`src/logic/psrc_consts.vh`:
```
`ifndef PSRC_CONSTS_VH
`define PSRC_CONSTS_VH

// Register byte offsets
`define PSRC_OFS_PERIPH_ONE   12'h044
`define PSRC_OFS_IO_PORT      12'h048
`define PSRC_OFS_CAP_TWO      12'h080
`define PSRC_OFS_CAP_FOUR     12'h084

// Reset values
`define PSRC_RST_PERIPH_ONE   32'h00000000
`define PSRC_RST_IO_PORT      32'h00000000

// Implemented (writable) bits, all others read as zero
`define PSRC_IMPL_PERIPH_ONE  32'h000F5137
`define PSRC_IMPL_IO_PORT     32'h000000FF

// Field positions, first peripheral register
`define PSRC_BIT_GPT3         19
`define PSRC_BIT_GPT2         18
`define PSRC_BIT_GPT1         17
`define PSRC_BIT_GPT0         16
`define PSRC_BIT_TW1          14
`define PSRC_BIT_TW0          12
`define PSRC_BIT_QENC         8
`define PSRC_BIT_SS1          5
`define PSRC_BIT_SS0          4
`define PSRC_BIT_AS2          2
`define PSRC_BIT_AS1          1
`define PSRC_BIT_AS0          0

// Field positions, port register
`define PSRC_BIT_PH           7
`define PSRC_BIT_PG           6
`define PSRC_BIT_PF           5
`define PSRC_BIT_PE           4
`define PSRC_BIT_PD           3
`define PSRC_BIT_PC           2
`define PSRC_BIT_PB           1
`define PSRC_BIT_PA           0

`endif

```
`src/logic/psrc_mask_reg.v`:
```
`timescale 1ns/100ps
module psrc_mask_reg #(
    parameter [31:0] IMPL_MASK = 32'hFFFFFFFF,
    parameter [31:0] RESET_VAL = 32'h00000000
) (
    input  wire        sys_clk_i,
    input  wire        rst_i,
    input  wire        wr_en_i,
    input  wire [3:0]  sel_i,
    input  wire [31:0] wdata_i,
    input  wire [31:0] cap_mask_i,
    output wire [31:0] q_o
);
    reg [31:0] q_reg;
    reg [31:0] q_next;
    integer    i;

    // Only present, implemented bits in enabled byte lanes take the write
    always @* begin
        q_next = q_reg;
        for (i = 0; i < 32; i = i + 1) begin
            if (wr_en_i && sel_i[i / 8] && IMPL_MASK[i] && cap_mask_i[i]) begin
                q_next[i] = wdata_i[i];
            end
        end
        q_next = q_next & IMPL_MASK;
    end

    always @(posedge sys_clk_i) begin
        if (rst_i) begin
            q_reg <= RESET_VAL;
        end else begin
            q_reg <= q_next;
        end
    end

    assign q_o = q_reg;
endmodule // psrc_mask_reg

```
`src/logic/psrc_wb_slave.v`:
```
`timescale 1ns/100ps
`include "psrc_consts.vh"
module psrc_wb_slave (
    input  wire        sys_clk_i,
    input  wire        rst_i,
    input  wire        cyc_i,
    input  wire        stb_i,
    input  wire        we_i,
    input  wire [11:0] adr_i,
    output wire        ack_o,
    output wire        answer_o,
    output wire        commit_wr_o,
    output reg         hit_one_o,
    output reg         hit_port_o,
    output reg         hit_cap2_o,
    output reg         hit_cap4_o
);
    reg  ack_reg;
    wire req;

    assign req = cyc_i & stb_i;

    // One-cycle ack, dropped the cycle after it was given
    always @(posedge sys_clk_i) begin
        if (rst_i) begin
            ack_reg <= 1'b0;
        end else begin
            ack_reg <= req & ~ack_reg;
        end
    end

    // Address decode on word offset
    always @* begin
        hit_one_o  = 1'b0;
        hit_port_o = 1'b0;
        hit_cap2_o = 1'b0;
        hit_cap4_o = 1'b0;
        if ({adr_i[11:2], 2'b00} == `PSRC_OFS_PERIPH_ONE) begin
            hit_one_o = 1'b1;
        end else if ({adr_i[11:2], 2'b00} == `PSRC_OFS_IO_PORT) begin
            hit_port_o = 1'b1;
        end else if ({adr_i[11:2], 2'b00} == `PSRC_OFS_CAP_TWO) begin
            hit_cap2_o = 1'b1;
        end else if ({adr_i[11:2], 2'b00} == `PSRC_OFS_CAP_FOUR) begin
            hit_cap4_o = 1'b1;
        end
    end

    assign ack_o       = ack_reg;
    assign answer_o    = req & ~ack_reg;
    assign commit_wr_o = req & we_i & ack_reg;
endmodule // psrc_wb_slave

```
`src/logic/psrc_top.v`:
```
// Summary of operation
// (RQ1) Peripheral writes gated by capability mask two
// (RQ2) Port writes gated by capability mask four
// (RQ3) Both registers read/write, reset to zero
// (RQ4) Bits 19:16 reset timers three..zero
// (RQ5) Bit 14 two-wire one, bit 12 zero
// (RQ6) Bit 8 resets quadrature encoder unit
// (RQ7) Bit 5 sync serial one, bit 4 zero
// (RQ8) Bits 2:0 reset async serial two..zero
// (RQ9) Port bits 7:0 reset ports H..A
// (RQ10) Unassigned bits read-only, read as zero
// (RQ11) Software preserves unassigned bits on read-modify-write
// (RQ12) Set bit holds unit in reset
//
// Our own choice: the Wishbone register port.
`timescale 1ns/100ps
`include "psrc_consts.vh"
module psrc_top (
    input  wire        sys_clk_i,
    input  wire        rst_i,
    input  wire        cyc_i,
    input  wire        stb_i,
    input  wire        we_i,
    input  wire [11:0] adr_i,
    input  wire [3:0]  sel_i,
    input  wire [31:0] dat_i,
    output wire        ack_o,
    output reg  [31:0] dat_o,
    input  wire [31:0] capability_mask_two_i,
    input  wire [31:0] capability_mask_four_i,
    output reg         gp_timer_three_rst_o,
    output reg         gp_timer_two_rst_o,
    output reg         gp_timer_one_rst_o,
    output reg         gp_timer_zero_rst_o,
    output reg         twowire_one_rst_o,
    output reg         twowire_zero_rst_o,
    output reg         quad_encoder_rst_o,
    output reg         sync_serial_one_rst_o,
    output reg         sync_serial_zero_rst_o,
    output reg         async_serial_two_rst_o,
    output reg         async_serial_one_rst_o,
    output reg         async_serial_zero_rst_o,
    output reg         io_port_h_rst_o,
    output reg         io_port_g_rst_o,
    output reg         io_port_f_rst_o,
    output reg         io_port_e_rst_o,
    output reg         io_port_d_rst_o,
    output reg         io_port_c_rst_o,
    output reg         io_port_b_rst_o,
    output reg         io_port_a_rst_o
);
    wire        answer;
    wire        commit_wr;
    wire        hit_one;
    wire        hit_port;
    wire        hit_cap2;
    wire        hit_cap4;
    wire [31:0] peripheral_reset_ctl_one;
    wire [31:0] io_port_reset_ctl;
    reg  [31:0] rdata_next;
    wire        timer_three_bit;
    wire        timer_two_bit;
    wire        timer_one_bit;
    wire        timer_zero_bit;
    wire        twowire_one_bit;
    wire        twowire_zero_bit;
    wire        quad_encoder_bit;
    wire        sync_serial_one_bit;
    wire        sync_serial_zero_bit;
    wire        async_serial_two_bit;
    wire        async_serial_one_bit;
    wire        async_serial_zero_bit;
    wire        port_h_bit;
    wire        port_g_bit;
    wire        port_f_bit;
    wire        port_e_bit;
    wire        port_d_bit;
    wire        port_c_bit;
    wire        port_b_bit;
    wire        port_a_bit;

    psrc_wb_slave u_slave (
        .sys_clk_i   (sys_clk_i),
        .rst_i       (rst_i),
        .cyc_i       (cyc_i),
        .stb_i       (stb_i),
        .we_i        (we_i),
        .adr_i       (adr_i),
        .ack_o       (ack_o),
        .answer_o    (answer),
        .commit_wr_o (commit_wr),
        .hit_one_o   (hit_one),
        .hit_port_o  (hit_port),
        .hit_cap2_o  (hit_cap2),
        .hit_cap4_o  (hit_cap4)
    );

    // Peripheral register, masked by capability two [RQ1] [RQ3] [RQ10]
    psrc_mask_reg #(
        .IMPL_MASK (`PSRC_IMPL_PERIPH_ONE),
        .RESET_VAL (`PSRC_RST_PERIPH_ONE)
    ) u_periph_one (
        .sys_clk_i  (sys_clk_i),
        .rst_i      (rst_i),
        .wr_en_i    (commit_wr & hit_one),
        .sel_i      (sel_i),
        .wdata_i    (dat_i),
        .cap_mask_i (capability_mask_two_i),
        .q_o        (peripheral_reset_ctl_one)
    );

    // Port register, masked by capability four [RQ2] [RQ3] [RQ10]
    psrc_mask_reg #(
        .IMPL_MASK (`PSRC_IMPL_IO_PORT),
        .RESET_VAL (`PSRC_RST_IO_PORT)
    ) u_io_port (
        .sys_clk_i  (sys_clk_i),
        .rst_i      (rst_i),
        .wr_en_i    (commit_wr & hit_port),
        .sel_i      (sel_i),
        .wdata_i    (dat_i),
        .cap_mask_i (capability_mask_four_i),
        .q_o        (io_port_reset_ctl)
    );

    // Read mux, unmapped addresses read zero
    always @* begin
        rdata_next = 32'h00000000;
        if (hit_one) begin
            rdata_next = peripheral_reset_ctl_one;
        end else if (hit_port) begin
            rdata_next = io_port_reset_ctl;
        end else if (hit_cap2) begin
            rdata_next = capability_mask_two_i;
        end else if (hit_cap4) begin
            rdata_next = capability_mask_four_i;
        end
    end

    always @(posedge sys_clk_i) begin
        if (rst_i) begin
            dat_o <= 32'h00000000;
        end else if (answer) begin
            dat_o <= rdata_next;
        end
    end

    // Per-unit control bits, reset lines follow them one cycle later [RQ12]
    assign timer_three_bit       = peripheral_reset_ctl_one[`PSRC_BIT_GPT3]; // [RQ4]
    assign timer_two_bit         = peripheral_reset_ctl_one[`PSRC_BIT_GPT2]; // [RQ4]
    assign timer_one_bit         = peripheral_reset_ctl_one[`PSRC_BIT_GPT1]; // [RQ4]
    assign timer_zero_bit        = peripheral_reset_ctl_one[`PSRC_BIT_GPT0]; // [RQ4]
    assign twowire_one_bit       = peripheral_reset_ctl_one[`PSRC_BIT_TW1]; // [RQ5]
    assign twowire_zero_bit      = peripheral_reset_ctl_one[`PSRC_BIT_TW0]; // [RQ5]
    assign quad_encoder_bit      = peripheral_reset_ctl_one[`PSRC_BIT_QENC]; // [RQ6]
    assign sync_serial_one_bit   = peripheral_reset_ctl_one[`PSRC_BIT_SS1]; // [RQ7]
    assign sync_serial_zero_bit  = peripheral_reset_ctl_one[`PSRC_BIT_SS0]; // [RQ7]
    assign async_serial_two_bit  = peripheral_reset_ctl_one[`PSRC_BIT_AS2]; // [RQ8]
    assign async_serial_one_bit  = peripheral_reset_ctl_one[`PSRC_BIT_AS1]; // [RQ8]
    assign async_serial_zero_bit = peripheral_reset_ctl_one[`PSRC_BIT_AS0]; // [RQ8]
    assign port_h_bit            = io_port_reset_ctl[`PSRC_BIT_PH]; // [RQ9]
    assign port_g_bit            = io_port_reset_ctl[`PSRC_BIT_PG]; // [RQ9]
    assign port_f_bit            = io_port_reset_ctl[`PSRC_BIT_PF]; // [RQ9]
    assign port_e_bit            = io_port_reset_ctl[`PSRC_BIT_PE]; // [RQ9]
    assign port_d_bit            = io_port_reset_ctl[`PSRC_BIT_PD]; // [RQ9]
    assign port_c_bit            = io_port_reset_ctl[`PSRC_BIT_PC]; // [RQ9]
    assign port_b_bit            = io_port_reset_ctl[`PSRC_BIT_PB]; // [RQ9]
    assign port_a_bit            = io_port_reset_ctl[`PSRC_BIT_PA]; // [RQ9]

    // Timer three reset line
    always @(posedge sys_clk_i) begin
        if (rst_i) begin
            gp_timer_three_rst_o <= 1'b0;
        end else begin
            gp_timer_three_rst_o <= timer_three_bit; // [RQ12]
        end
    end

    // Timer two reset line
    always @(posedge sys_clk_i) begin
        if (rst_i) begin
            gp_timer_two_rst_o <= 1'b0;
        end else begin
            gp_timer_two_rst_o <= timer_two_bit; // [RQ12]
        end
    end

    // Timer one reset line
    always @(posedge sys_clk_i) begin
        if (rst_i) begin
            gp_timer_one_rst_o <= 1'b0;
        end else begin
            gp_timer_one_rst_o <= timer_one_bit; // [RQ12]
        end
    end

    // Timer zero reset line
    always @(posedge sys_clk_i) begin
        if (rst_i) begin
            gp_timer_zero_rst_o <= 1'b0;
        end else begin
            gp_timer_zero_rst_o <= timer_zero_bit; // [RQ12]
        end
    end

    // Two-wire unit one reset line
    always @(posedge sys_clk_i) begin
        if (rst_i) begin
            twowire_one_rst_o <= 1'b0;
        end else begin
            twowire_one_rst_o <= twowire_one_bit; // [RQ12]
        end
    end

    // Two-wire unit zero reset line
    always @(posedge sys_clk_i) begin
        if (rst_i) begin
            twowire_zero_rst_o <= 1'b0;
        end else begin
            twowire_zero_rst_o <= twowire_zero_bit; // [RQ12]
        end
    end

    // Quadrature encoder reset line
    always @(posedge sys_clk_i) begin
        if (rst_i) begin
            quad_encoder_rst_o <= 1'b0;
        end else begin
            quad_encoder_rst_o <= quad_encoder_bit; // [RQ12]
        end
    end

    // Sync serial unit one reset line
    always @(posedge sys_clk_i) begin
        if (rst_i) begin
            sync_serial_one_rst_o <= 1'b0;
        end else begin
            sync_serial_one_rst_o <= sync_serial_one_bit; // [RQ12]
        end
    end

    // Sync serial unit zero reset line
    always @(posedge sys_clk_i) begin
        if (rst_i) begin
            sync_serial_zero_rst_o <= 1'b0;
        end else begin
            sync_serial_zero_rst_o <= sync_serial_zero_bit; // [RQ12]
        end
    end

    // Async serial unit two reset line
    always @(posedge sys_clk_i) begin
        if (rst_i) begin
            async_serial_two_rst_o <= 1'b0;
        end else begin
            async_serial_two_rst_o <= async_serial_two_bit; // [RQ12]
        end
    end

    // Async serial unit one reset line
    always @(posedge sys_clk_i) begin
        if (rst_i) begin
            async_serial_one_rst_o <= 1'b0;
        end else begin
            async_serial_one_rst_o <= async_serial_one_bit; // [RQ12]
        end
    end

    // Async serial unit zero reset line
    always @(posedge sys_clk_i) begin
        if (rst_i) begin
            async_serial_zero_rst_o <= 1'b0;
        end else begin
            async_serial_zero_rst_o <= async_serial_zero_bit; // [RQ12]
        end
    end

    // Port H reset line
    always @(posedge sys_clk_i) begin
        if (rst_i) begin
            io_port_h_rst_o <= 1'b0;
        end else begin
            io_port_h_rst_o <= port_h_bit; // [RQ12]
        end
    end

    // Port G reset line
    always @(posedge sys_clk_i) begin
        if (rst_i) begin
            io_port_g_rst_o <= 1'b0;
        end else begin
            io_port_g_rst_o <= port_g_bit; // [RQ12]
        end
    end

    // Port F reset line
    always @(posedge sys_clk_i) begin
        if (rst_i) begin
            io_port_f_rst_o <= 1'b0;
        end else begin
            io_port_f_rst_o <= port_f_bit; // [RQ12]
        end
    end

    // Port E reset line
    always @(posedge sys_clk_i) begin
        if (rst_i) begin
            io_port_e_rst_o <= 1'b0;
        end else begin
            io_port_e_rst_o <= port_e_bit; // [RQ12]
        end
    end

    // Port D reset line
    always @(posedge sys_clk_i) begin
        if (rst_i) begin
            io_port_d_rst_o <= 1'b0;
        end else begin
            io_port_d_rst_o <= port_d_bit; // [RQ12]
        end
    end

    // Port C reset line
    always @(posedge sys_clk_i) begin
        if (rst_i) begin
            io_port_c_rst_o <= 1'b0;
        end else begin
            io_port_c_rst_o <= port_c_bit; // [RQ12]
        end
    end

    // Port B reset line
    always @(posedge sys_clk_i) begin
        if (rst_i) begin
            io_port_b_rst_o <= 1'b0;
        end else begin
            io_port_b_rst_o <= port_b_bit; // [RQ12]
        end
    end

    // Port A reset line
    always @(posedge sys_clk_i) begin
        if (rst_i) begin
            io_port_a_rst_o <= 1'b0;
        end else begin
            io_port_a_rst_o <= port_a_bit; // [RQ12]
        end
    end
endmodule // psrc_top

```
`config.mk`:
```
export PLATFORM = sky130hd
export DESIGN_NAME = psrc_top
export DESIGN_NICKNAME = d
export VERILOG_FILES = /design/src/logic/psrc_mask_reg.v /design/src/logic/psrc_wb_slave.v /design/src/logic/psrc_top.v
export VERILOG_INCLUDE_DIRS = /design/src /design/src/logic
export SDC_FILE = /design/constraint.sdc
export NUM_CORES = 1
export LEC_CHECK = 0
export BUFFER_PORTS_ARGS = -buffer_cell sky130_fd_sc_hd__buf_2
export CORE_UTILIZATION = 47
export CTS_BUF_LIST = sky130_fd_sc_hd__clkbuf_16
export CTS_CLUSTER_DIAMETER = 150
export CTS_CLUSTER_SIZE = 20
export DETAILED_ROUTE_END_ITERATION = 7
export PLACE_DENSITY = 0.8
export SLEW_MARGIN = 20
export SYNTH_ARGS = -nofsm -noshare
export SYNTH_HDL_FRONTEND = slang
export SYNTH_HIERARCHICAL = 1
export SYNTH_SLANG_ARGS = --single-unit
```
`constraint.sdc`:
```
create_clock -name sys_clk_i -period 2.9 [get_ports sys_clk_i]
set_input_delay 0.58 -clock sys_clk_i [delete_from_list [all_inputs] [get_ports sys_clk_i]]
set_output_delay 0.58 -clock sys_clk_i [all_outputs]
set_load 0.01 [all_outputs]
```
## Yosys cells after proc, flatten, opt, wreduce, memory -nomap -nowiden

Cells that the tools add are included.

| word-level totals | value |
|---|---|
| register bits | 117 |
| output and inout port bits | 53 |
| word-level logic and storage cells | 93 |

| cells by class | value |
|---|---|
| eq/ne operators | 4 |
| mux-type cells | 14 |
| bitwise operators | 7 |
| reduce and logical (&&, ||, !) cells | 24 |

Operators by type and width:

| cell | number |
|---|---|
| $mux 32 | 4 |
| $logic_and 1x1->1 | 24 |
| $eq 10x5->1 const B | 2 |
| $eq 10x6->1 const B | 2 |
| $mux 1 | 10 |
| $and 1x1->1 | 6 |
| $not 1->1 | 1 |

## Depth between registers and ports, before layout

Gate-level depths: netlist (run 1).

| logic depth | value |
|---|---|
| depth after elaboration | 9 |
| gate-level depth with buffers | 8 |
| mapped depth without buffers | 5 |

## Modules after synthesis

Netlist (run 1), hierarchy kept.

By module, submodules not included:

| module | times used | cells an instance | area each (sq um) | sequential area each (sq um) |
|---|---|---|---|---|
| psrc_top | 1 | 239 | 2331.0 | 1041.0 |
| psrc_mask_reg (u_periph_one) | 1 | 84 | 745.7 | 240.2 |
| psrc_mask_reg (u_io_port) | 1 | 68 | 600.6 | 160.2 |
| psrc_wb_slave | 1 | 16 | 106.4 | 20.0 |

## Worst setup path after synthesis (run 1)

No wires, ideal clock.

| timing path | value |
|---|---|
| path type | input -> register |
| from | in adr_i[9] |
| to | reg dat_o[0] |
| setup time | 0.086 ns |
| arrival | 2.446 ns |
| required time | 2.814 ns |
| setup slack | 0.369 ns |
| stages | 6 |
| path through | or4_4 > nor4_1 > nor2b_1 > buf_2 > a22oi_1 > a211oi_1 |

| between the ends | value |
|---|---|
| elaborated cells on any way between the ends | 18 |
| those cells by class | 4 x eq/ne; 14 x mux |

RTL lines:

| item | line | RTL |
|---|---|---|
| from (decl) | psrc_top.v:24 | `input wire [11:0] adr_i,` |
| $eq 10x6->1 (no source line) | n/a |  |
| $mux 1 | psrc_wb_slave.v:42 | `` end else if ({adr_i[11:2], 2'b00} == `PSRC_OFS_CAP_TWO) begin `` |
| $mux 1 | psrc_wb_slave.v:40 | `` end else if ({adr_i[11:2], 2'b00} == `PSRC_OFS_IO_PORT) begin `` |
| $mux 1 (*) | psrc_wb_slave.v:38 | `` if ({adr_i[11:2], 2'b00} == `PSRC_OFS_PERIPH_ONE) begin `` |
| net hit_cap2 | psrc_top.v:56 | `wire hit_cap2;` |
| $mux 32 (*) | psrc_top.v:133 | `end else if (hit_cap2) begin` |
| $mux 32 (*) | psrc_top.v:131 | `end else if (hit_port) begin` |
| $mux 32 (*) | psrc_top.v:129 | `if (hit_one) begin` |
| to (signal assigned) | psrc_top.v:144 | `dat_o <= rdata_next;` |
| to (decl) | psrc_top.v:28 | `output reg [31:0] dat_o,` |

Mark *: on every way through the listed nets, which the timed path passes. The rest lies on a longest branch.
A chain may end at the register's enable or synchronous reset.

## Final worst setup path (run 1)

| timing path | value |
|---|---|
| from | in adr_i[9] |
| to | reg u_io_port.q_reg[3], in the netlist u_io_port/q_o[3] |

| between the ends | value |
|---|---|
| longest elaborated chain between the ends | 6 |
| elaborated cells on any way between the ends | 7 |
| those cells by class | 2 x eq/ne; 2 x mux; 1 x bitwise; 2 x reduce/logical |

RTL lines:

| item | line | RTL |
|---|---|---|
| $eq 10x5->1 (no source line) | n/a |  |
| $mux 1 | psrc_wb_slave.v:40 |  |
| $mux 1 (*) | psrc_wb_slave.v:38 |  |
| net hit_port | psrc_top.v:55 | `wire hit_port;` |
| $and 1x1->1 (*) | psrc_top.v:119 | `.wr_en_i (commit_wr & hit_port),` |
| $logic_and 1x1->1 (*) (2 in series) | psrc_mask_reg.v:22 | `if (wr_en_i && sel_i[i / 8] && IMPL_MASK[i] && cap_mask_i[i]) begin` |
| to (signal assigned) | psrc_mask_reg.v:33 | `q_reg <= q_next;` |
| to (decl) | psrc_mask_reg.v:14 | `reg [31:0] q_reg;` |

Marks and branches as above.

==> results.md, run 1 <==
- Yosys warning count: 6
- Clock power frac: 0.481
- Die ar.: 0.00841 mm2
- Worst path depth: 8
- Hold Startpoint: dat_o[30]
- Status: finished clean
- Die height: slightly above 90 um
- Hold Violations, Final: 0
- Sw Ratio: 0.229
- Antenna violations before repair: 0
- CP Class: input port to register
- Number of flip-flops in the largest register: 32
- Register share of total power: 0.443
- Detailed Route WL: ~10000 um
- Slew margin rel.: 0.502
- Asr flop ratio synth: 0
- DRT Pass-1 Iters: 4
- Fraction of layout cells with a size suffix above 1: 0.356
- Number of enable flip-flop cells after synthesis: 0
- Post-DRT Antenna Nets: 0
- Cts bufs inserted: 9
- Slowest CP cell: nor4_2
- Clk buf depth: 2
- Leakage power: around 0.0021 uW
- CTS tree: built
- Initial Util: 0.487
- Crit path launch type: input port
- Final Non-Filler Cells: between 600 and 700
- DP HPWL: between 7000 and 8000 um
- Diodes inserted: 0
- Die outline width: 91.7 um
- NetSw: ~520 uW
- Post-synth cell types: 30
- CTS Hold Bufs: 0
- Pin count of the biggest net entering global routing: between 60 and 70
- Comb pwr share: 0.076
- IO Count: 170
- VDD IR max: about 270 uV
- Number of global-route vias before repair: about 3500
- Total GRT Usage: 0.253
- Worst path max stage delay: 600 ps
- Clock Root Buffer: clkbuf_16
- CTS Sinks: 73
- Actual slew at the worst max-slew pin: 747 ps
- Num rows: 32
- Synth Instances: slightly above 400
- Worst Clk Skew: just over 6 ps
- Most frequent cells in the layout: 149 x buf_2, 73 x dfxtp_1, 44 x conb_1, 36 x nand2b_1
- Crit path cell chain: buf_2 -> or4_4 -> buf_4 -> nor4_2 -> buf_4 -> and2_1 -> nand3_1 -> mux2i_1
- Worst reg-to-reg path cell count: 5
- Hold Path Depth: 2
- GPL Wtd Cong: 0.773
- Average size of a mapped cell: a little over 9 um2
- Post-synthesis sequential area ratio: 0.386
- Layout Utilization: 0.619
- First-pass GRT wire length: ~17000 um
- Max-Cap Viols: 0
- GR Layer Usage met1: 0.305
- Crit path from: adr_i[9]
- Post-route clock period utilization: 0.978
- Fmax: between 300 and 400 MHz
- Hold Crit Class: register to register
- Power Density: between 400 and 500 mW/mm2
- Worst-path fanout max: 14
- Total Nets Final: about 670
- RSZ-0062 raised after global routing: no
- Crit path buf inv count: 3
- Cell Area, Synth: approximately 0.0038 mm2
- CP arrival: roughly 3100 ps
- Vias per cell: ~5.6
- Largest Register: dat_o
- Most frequent CP cell: buf_4
- Final setup violation count: 0
- Global route hottest layer: met2
- Pint: about 1700 uW
- Top delay family on crit path: simple AND/OR/NAND/NOR gates
- CP required: between 3000 and 4000 ps
- Avg WL per Cell: around 16 um
- Syn-to-layout area delta: 27.0%
- DR iter-0 viols: around 210
- Detailed-route via count: about 3700
- Postcts setup bufs: 0
- Depth of the CTS H-tree: 3
- Port buffer count: ~150
- Worst skew pair latency: approximately 330 ps
- Drt drc: 0
- Top FF cell, synth: dfxtp_1
- Commonest non-fill, non-tap cell in the layout: buf_2
- Max-slew violations: 0
- Worst setup EP type: register
- Core footprint: approximately 0.0078 mm2
- RR Startpoint: u_slave/ack_o
- Flops & latches, synth: 73
- Met3 Track Usage GR: 0.0373
- Total grt overflow: 0
- M2 GR Usage: 0.450
- Clock transition at the registers of the reported paths: 60 ps
- Tmin final: around 2800 ps
- Placed Cells: between 600 and 700
## cells in the mapped netlist, drive strengths merged (3+ instances only)
| library cell | n | share of area |
|---|---|---|
| dfxtp | 73 | 0.39 |
| buf | 59 | 0.11 |
| nand2b | 42 | 0.073 |
| a211oi | 31 | 0.062 |
| a221oi | 31 | 0.072 |
| a22oi | 31 | 0.062 |
| o22ai | 31 | 0.051 |
| nor2b | 22 | 0.036 |
| clkbuf | 21 | 0.021 |
| mux2i | 20 | 0.053 |
| nand3 | 20 | 0.026 |
| inv | 3 | 0.0030 |
| nand2 | 3 | 0.0030 |
| nor3 | 3 | 0.0040 |
## metrics by stage
| stage | setup TNS [ps] | hold slack (ps) | area (um2) | power [uW] | setup WS [ps] |
|---|---|---|---|---|---|
| after floorplan | 0 | 460 | 3940 | 1140 | 369 |
| after global placement | -5710 | 459 | 4490 | 1190 | -264 |
| after detailed placement | -7990 | 466 | 4490 | 1200 | -330 |
| after CTS | 0 | 476 | 4800 | 2280 | 124 |
| after global routing | 0 | 498 | 4810 | 2340 | 4.86 |
| final | 0 | 473 | 4810 | 2270 | 63.4 |
## worst register-to-register path: cells and delay by family, from the launching register on
family,cells,cell delay (ps)
buffers and inverters,2,790
DFF,1,380
AOI/OAI and AO/OA,2,370
and+or+nand+nor,1,60
## metal layers
metal / wire length, um / part of all wire / vias up
li1: - / - / 1749
met1: 4290 / 0.41 / 1749
met2: 5360 / 0.51 / 160
met3: 659 / 0.063 / 14
met4: 167 / 0.016 / 0
met5: 0 / 0 / -
## path summary, 6_finish.rpt
check	endpoint	slack (ps)
max	u_io_port/q_o[3]	60
min	dat_o[30]	470
max reg2reg	dat_o[10]	1190
min reg2reg	dat_o[30]	470
## power by group through the flow
stage                     combinational, uW  sequential, uW  clock [uW]
after CTS                               170            1000        1110
after floorplan                         118            1030           0
after global placement                  166            1030           0
after global routing                    190            1000        1140
final                                   173            1000        1090
after detailed placement                169            1030           0
## kinds of logic (layout without fill, tap and decap cells)
family	count (synthesis)	count (layout)	share of synthesized area
buffers and inverters	83	189	0.138
other	2	44	0.00198
AND/OR/NAND/NOR	103	104	0.170
flip-flops	73	73	0.386
multiplexers	20	20	0.0529
AO/OA/AOI/OAI	126	126	0.251
## timing repair
item | 4_1_cts | 5_1_grt
endpoints found under the setup margin | 3 | 2
cloned | 1 | 0
gates resized for setup | 0 | 1
## final cells by class
type	count	area [um2]
multi-input combinational	294	1990
clock buffer	9	225
clock inverter	7	71.3
sequential	73	1460
tap	102	128
fill	713	2960
timing repair buffer	170	916
inverter	3	11.3
(Power assumes the default switching activity.)
==> run 2: changes to the inputs <==
--- a/config.mk
+++ b/config.mk
@@ -12,7 +12,7 @@
 export CTS_CLUSTER_DIAMETER = 150
 export CTS_CLUSTER_SIZE = 20
 export DETAILED_ROUTE_END_ITERATION = 7
-export PLACE_DENSITY = 0.8
+export PLACE_DENSITY = 0.9
 export SLEW_MARGIN = 20
 export SYNTH_ARGS = -nofsm -noshare
 export SYNTH_HDL_FRONTEND = slang
==> results.md, run 2 (synthesized netlist as in run 1, its figures left out) <==
- RSZ-0062 raised after global routing: no
- IO Count: 170
- DRT Pass-1 Iters: 5
- CTS tree: built
- Most frequent CP cell: buf_4
- Drt drc: 0
- Diodes inserted: 0
- CP required: 3110 ps
- WHS: between 400 and 500 ps
- Worst skew pair latency: roughly 320 ps
- DP HPWL: 7260 um
- Detailed Route WL: a little over 10000 um
- Worst reg2reg endpoint: dat_o[29]
- Hold Startpoint: u_periph_one/q_o[14]
- M2 GR Usage: 0.424
- Slew margin rel.: 0.635
- Clock Root Buffer: clkbuf_16
- Cts bufs inserted: 9
- Core footprint: a little under 0.008 mm2
- Postcts setup bufs: 0
- Hold Path Depth: 1
- Initial Util: 0.487
- GR Layer Usage met1: 0.288
- Met3 Track Usage GR: 0.0514
- CP arrival: about 2600 ps
- CP Class: input port to register
- Syn-to-layout area delta: 27.4%
- Hold endpoint: twowire_one_rst_o
- Post-route clock period utilization: 0.812
- Detailed-route via count: 3559
- Top delay family on crit path: simple AND/OR/NAND/NOR gates
- Most frequent cells in the layout: 149 x buf_2, 73 x dfxtp_1, 44 x conb_1, 36 x nand2b_1
- Die outline width: ~90 um
- Actual slew at the worst max-slew pin: around 550 ps
- Worst path depth: 8
- Power Density: 511 mW/mm2
- Leakage power: around 0.0021 uW
- Crit path cell chain: buf_2 -> or4_4 -> nor4_1 -> buf_4 -> nor2b_2 -> buf_4 -> a22oi_1 -> a211oi_1
- Hold Crit Class: register to register
- Commonest non-fill, non-tap cell in the layout: buf_2
- Antenna violations before repair: 0
- Status: finished clean
- Port buffer count: ~150
- Tmin final: about 2400 ps
- Global route hottest layer: met2
- Total grt overflow: 0
- First-pass GRT wire length: 16200 um
- Depth of the CTS H-tree: 3
- Clock transition at the registers of the reported paths: around 60 ps
- Clk buf depth: 2
- Crit path launch type: input port
- Worst path max stage delay: ~560 ps
- Number of global-route vias before repair: around 3500
- RR Startpoint: u_slave/ack_o
- GPL Wtd Cong: 0.785
- Pin count of the biggest net entering global routing: 67
- Final setup violation count: 0
- Num rows: 32
- Crit path from: adr_i[9]
- Number of flip-flops in the largest register: 32
- Die ar.: 0.00841 mm2
- Largest Register: dat_o
- Post-DRT Antenna Nets: 0
- CTS Hold Bufs: 0
- Worst Clk Skew: about 3.2 ps
- Max-Cap Viols: 0
- CTS resizes: 0
- Slowest CP cell: or4_4
- Total Nets Final: approximately 660
- Worst-path fanout max: 18
- CTS Sinks: between 70 and 80
- Max-slew violations: 0
- Fin Setup TNS: 0 ps
- Die height: 91.7 um
- Fraction of layout cells with a size suffix above 1: 0.353
- Avg WL per Cell: approximately 16 um
- Vias per cell: 5.44
- R2r setup slk: 1130 ps
- DR iter-0 viols: between 200 and 250
- Crit path buf inv count: 3
- Worst reg-to-reg path cell count: 5
- Fmax: about 420 MHz
- Hold Violations, Final: 0
- VDD IR max: between 200 and 300 uV
- Total GRT Usage: 0.243
- Worst setup EP type: register
==> run 2: how the worst max path moves through the flow <==
stage / end / slack (ps)
floorplan: dat_o[0] / 370
finish: dat_o[29] / 540
detailed placement: dat_o[29] / 260
global placement: dat_o[26] / 390
CTS: dat_o[29] / 590
global route: dat_o[29] / 490
==> run 2: power breakdown <==
| part | internal [uW] | switching, uW |
|---|---|---|
| clock network | 851 | 436 |
| registers | 1000 | 0.795 |
| logic | 80.8 | 89.7 |
==> run 2: metal layers <==
layer  share of wire  vias to the layer above
li1                -                     1722
met1            0.41                     1673
met2            0.51                      154
met3           0.069                       10
met4          0.0081                        0
met5               0                        -
==> run 2: cell type report <==
type | count | area [um2]
Fill cell | 657 | 2950
Multi-Input combinational cell | 293 | 1970
Sequential cell | 73 | 1460
Timing Repair Buffer | 167 | 893
Clock buffer | 9 | 225
Tap cell | 102 | 128
Clock inverter | 7 | 126
Inverter | 3 | 11.3
==> run 2: per-stage QoR <==
| stage | power [uW] | instances | util | setup slack (ps) | instance area [um2] |
|---|---|---|---|---|---|
| floorplan | 1140 | 449 | - | 369 | 3940 |
| global route | 2540 | 654 | 0.620 | 492 | 4820 |
| detailed placement | 1190 | 638 | 0.575 | 255 | 4470 |
| global placement | 1190 | 638 | 0.575 | 385 | 4470 |
| finish | 2460 | 654 | 0.620 | 545 | 4820 |
| CTS | 2480 | 654 | 0.620 | 585 | 4820 |
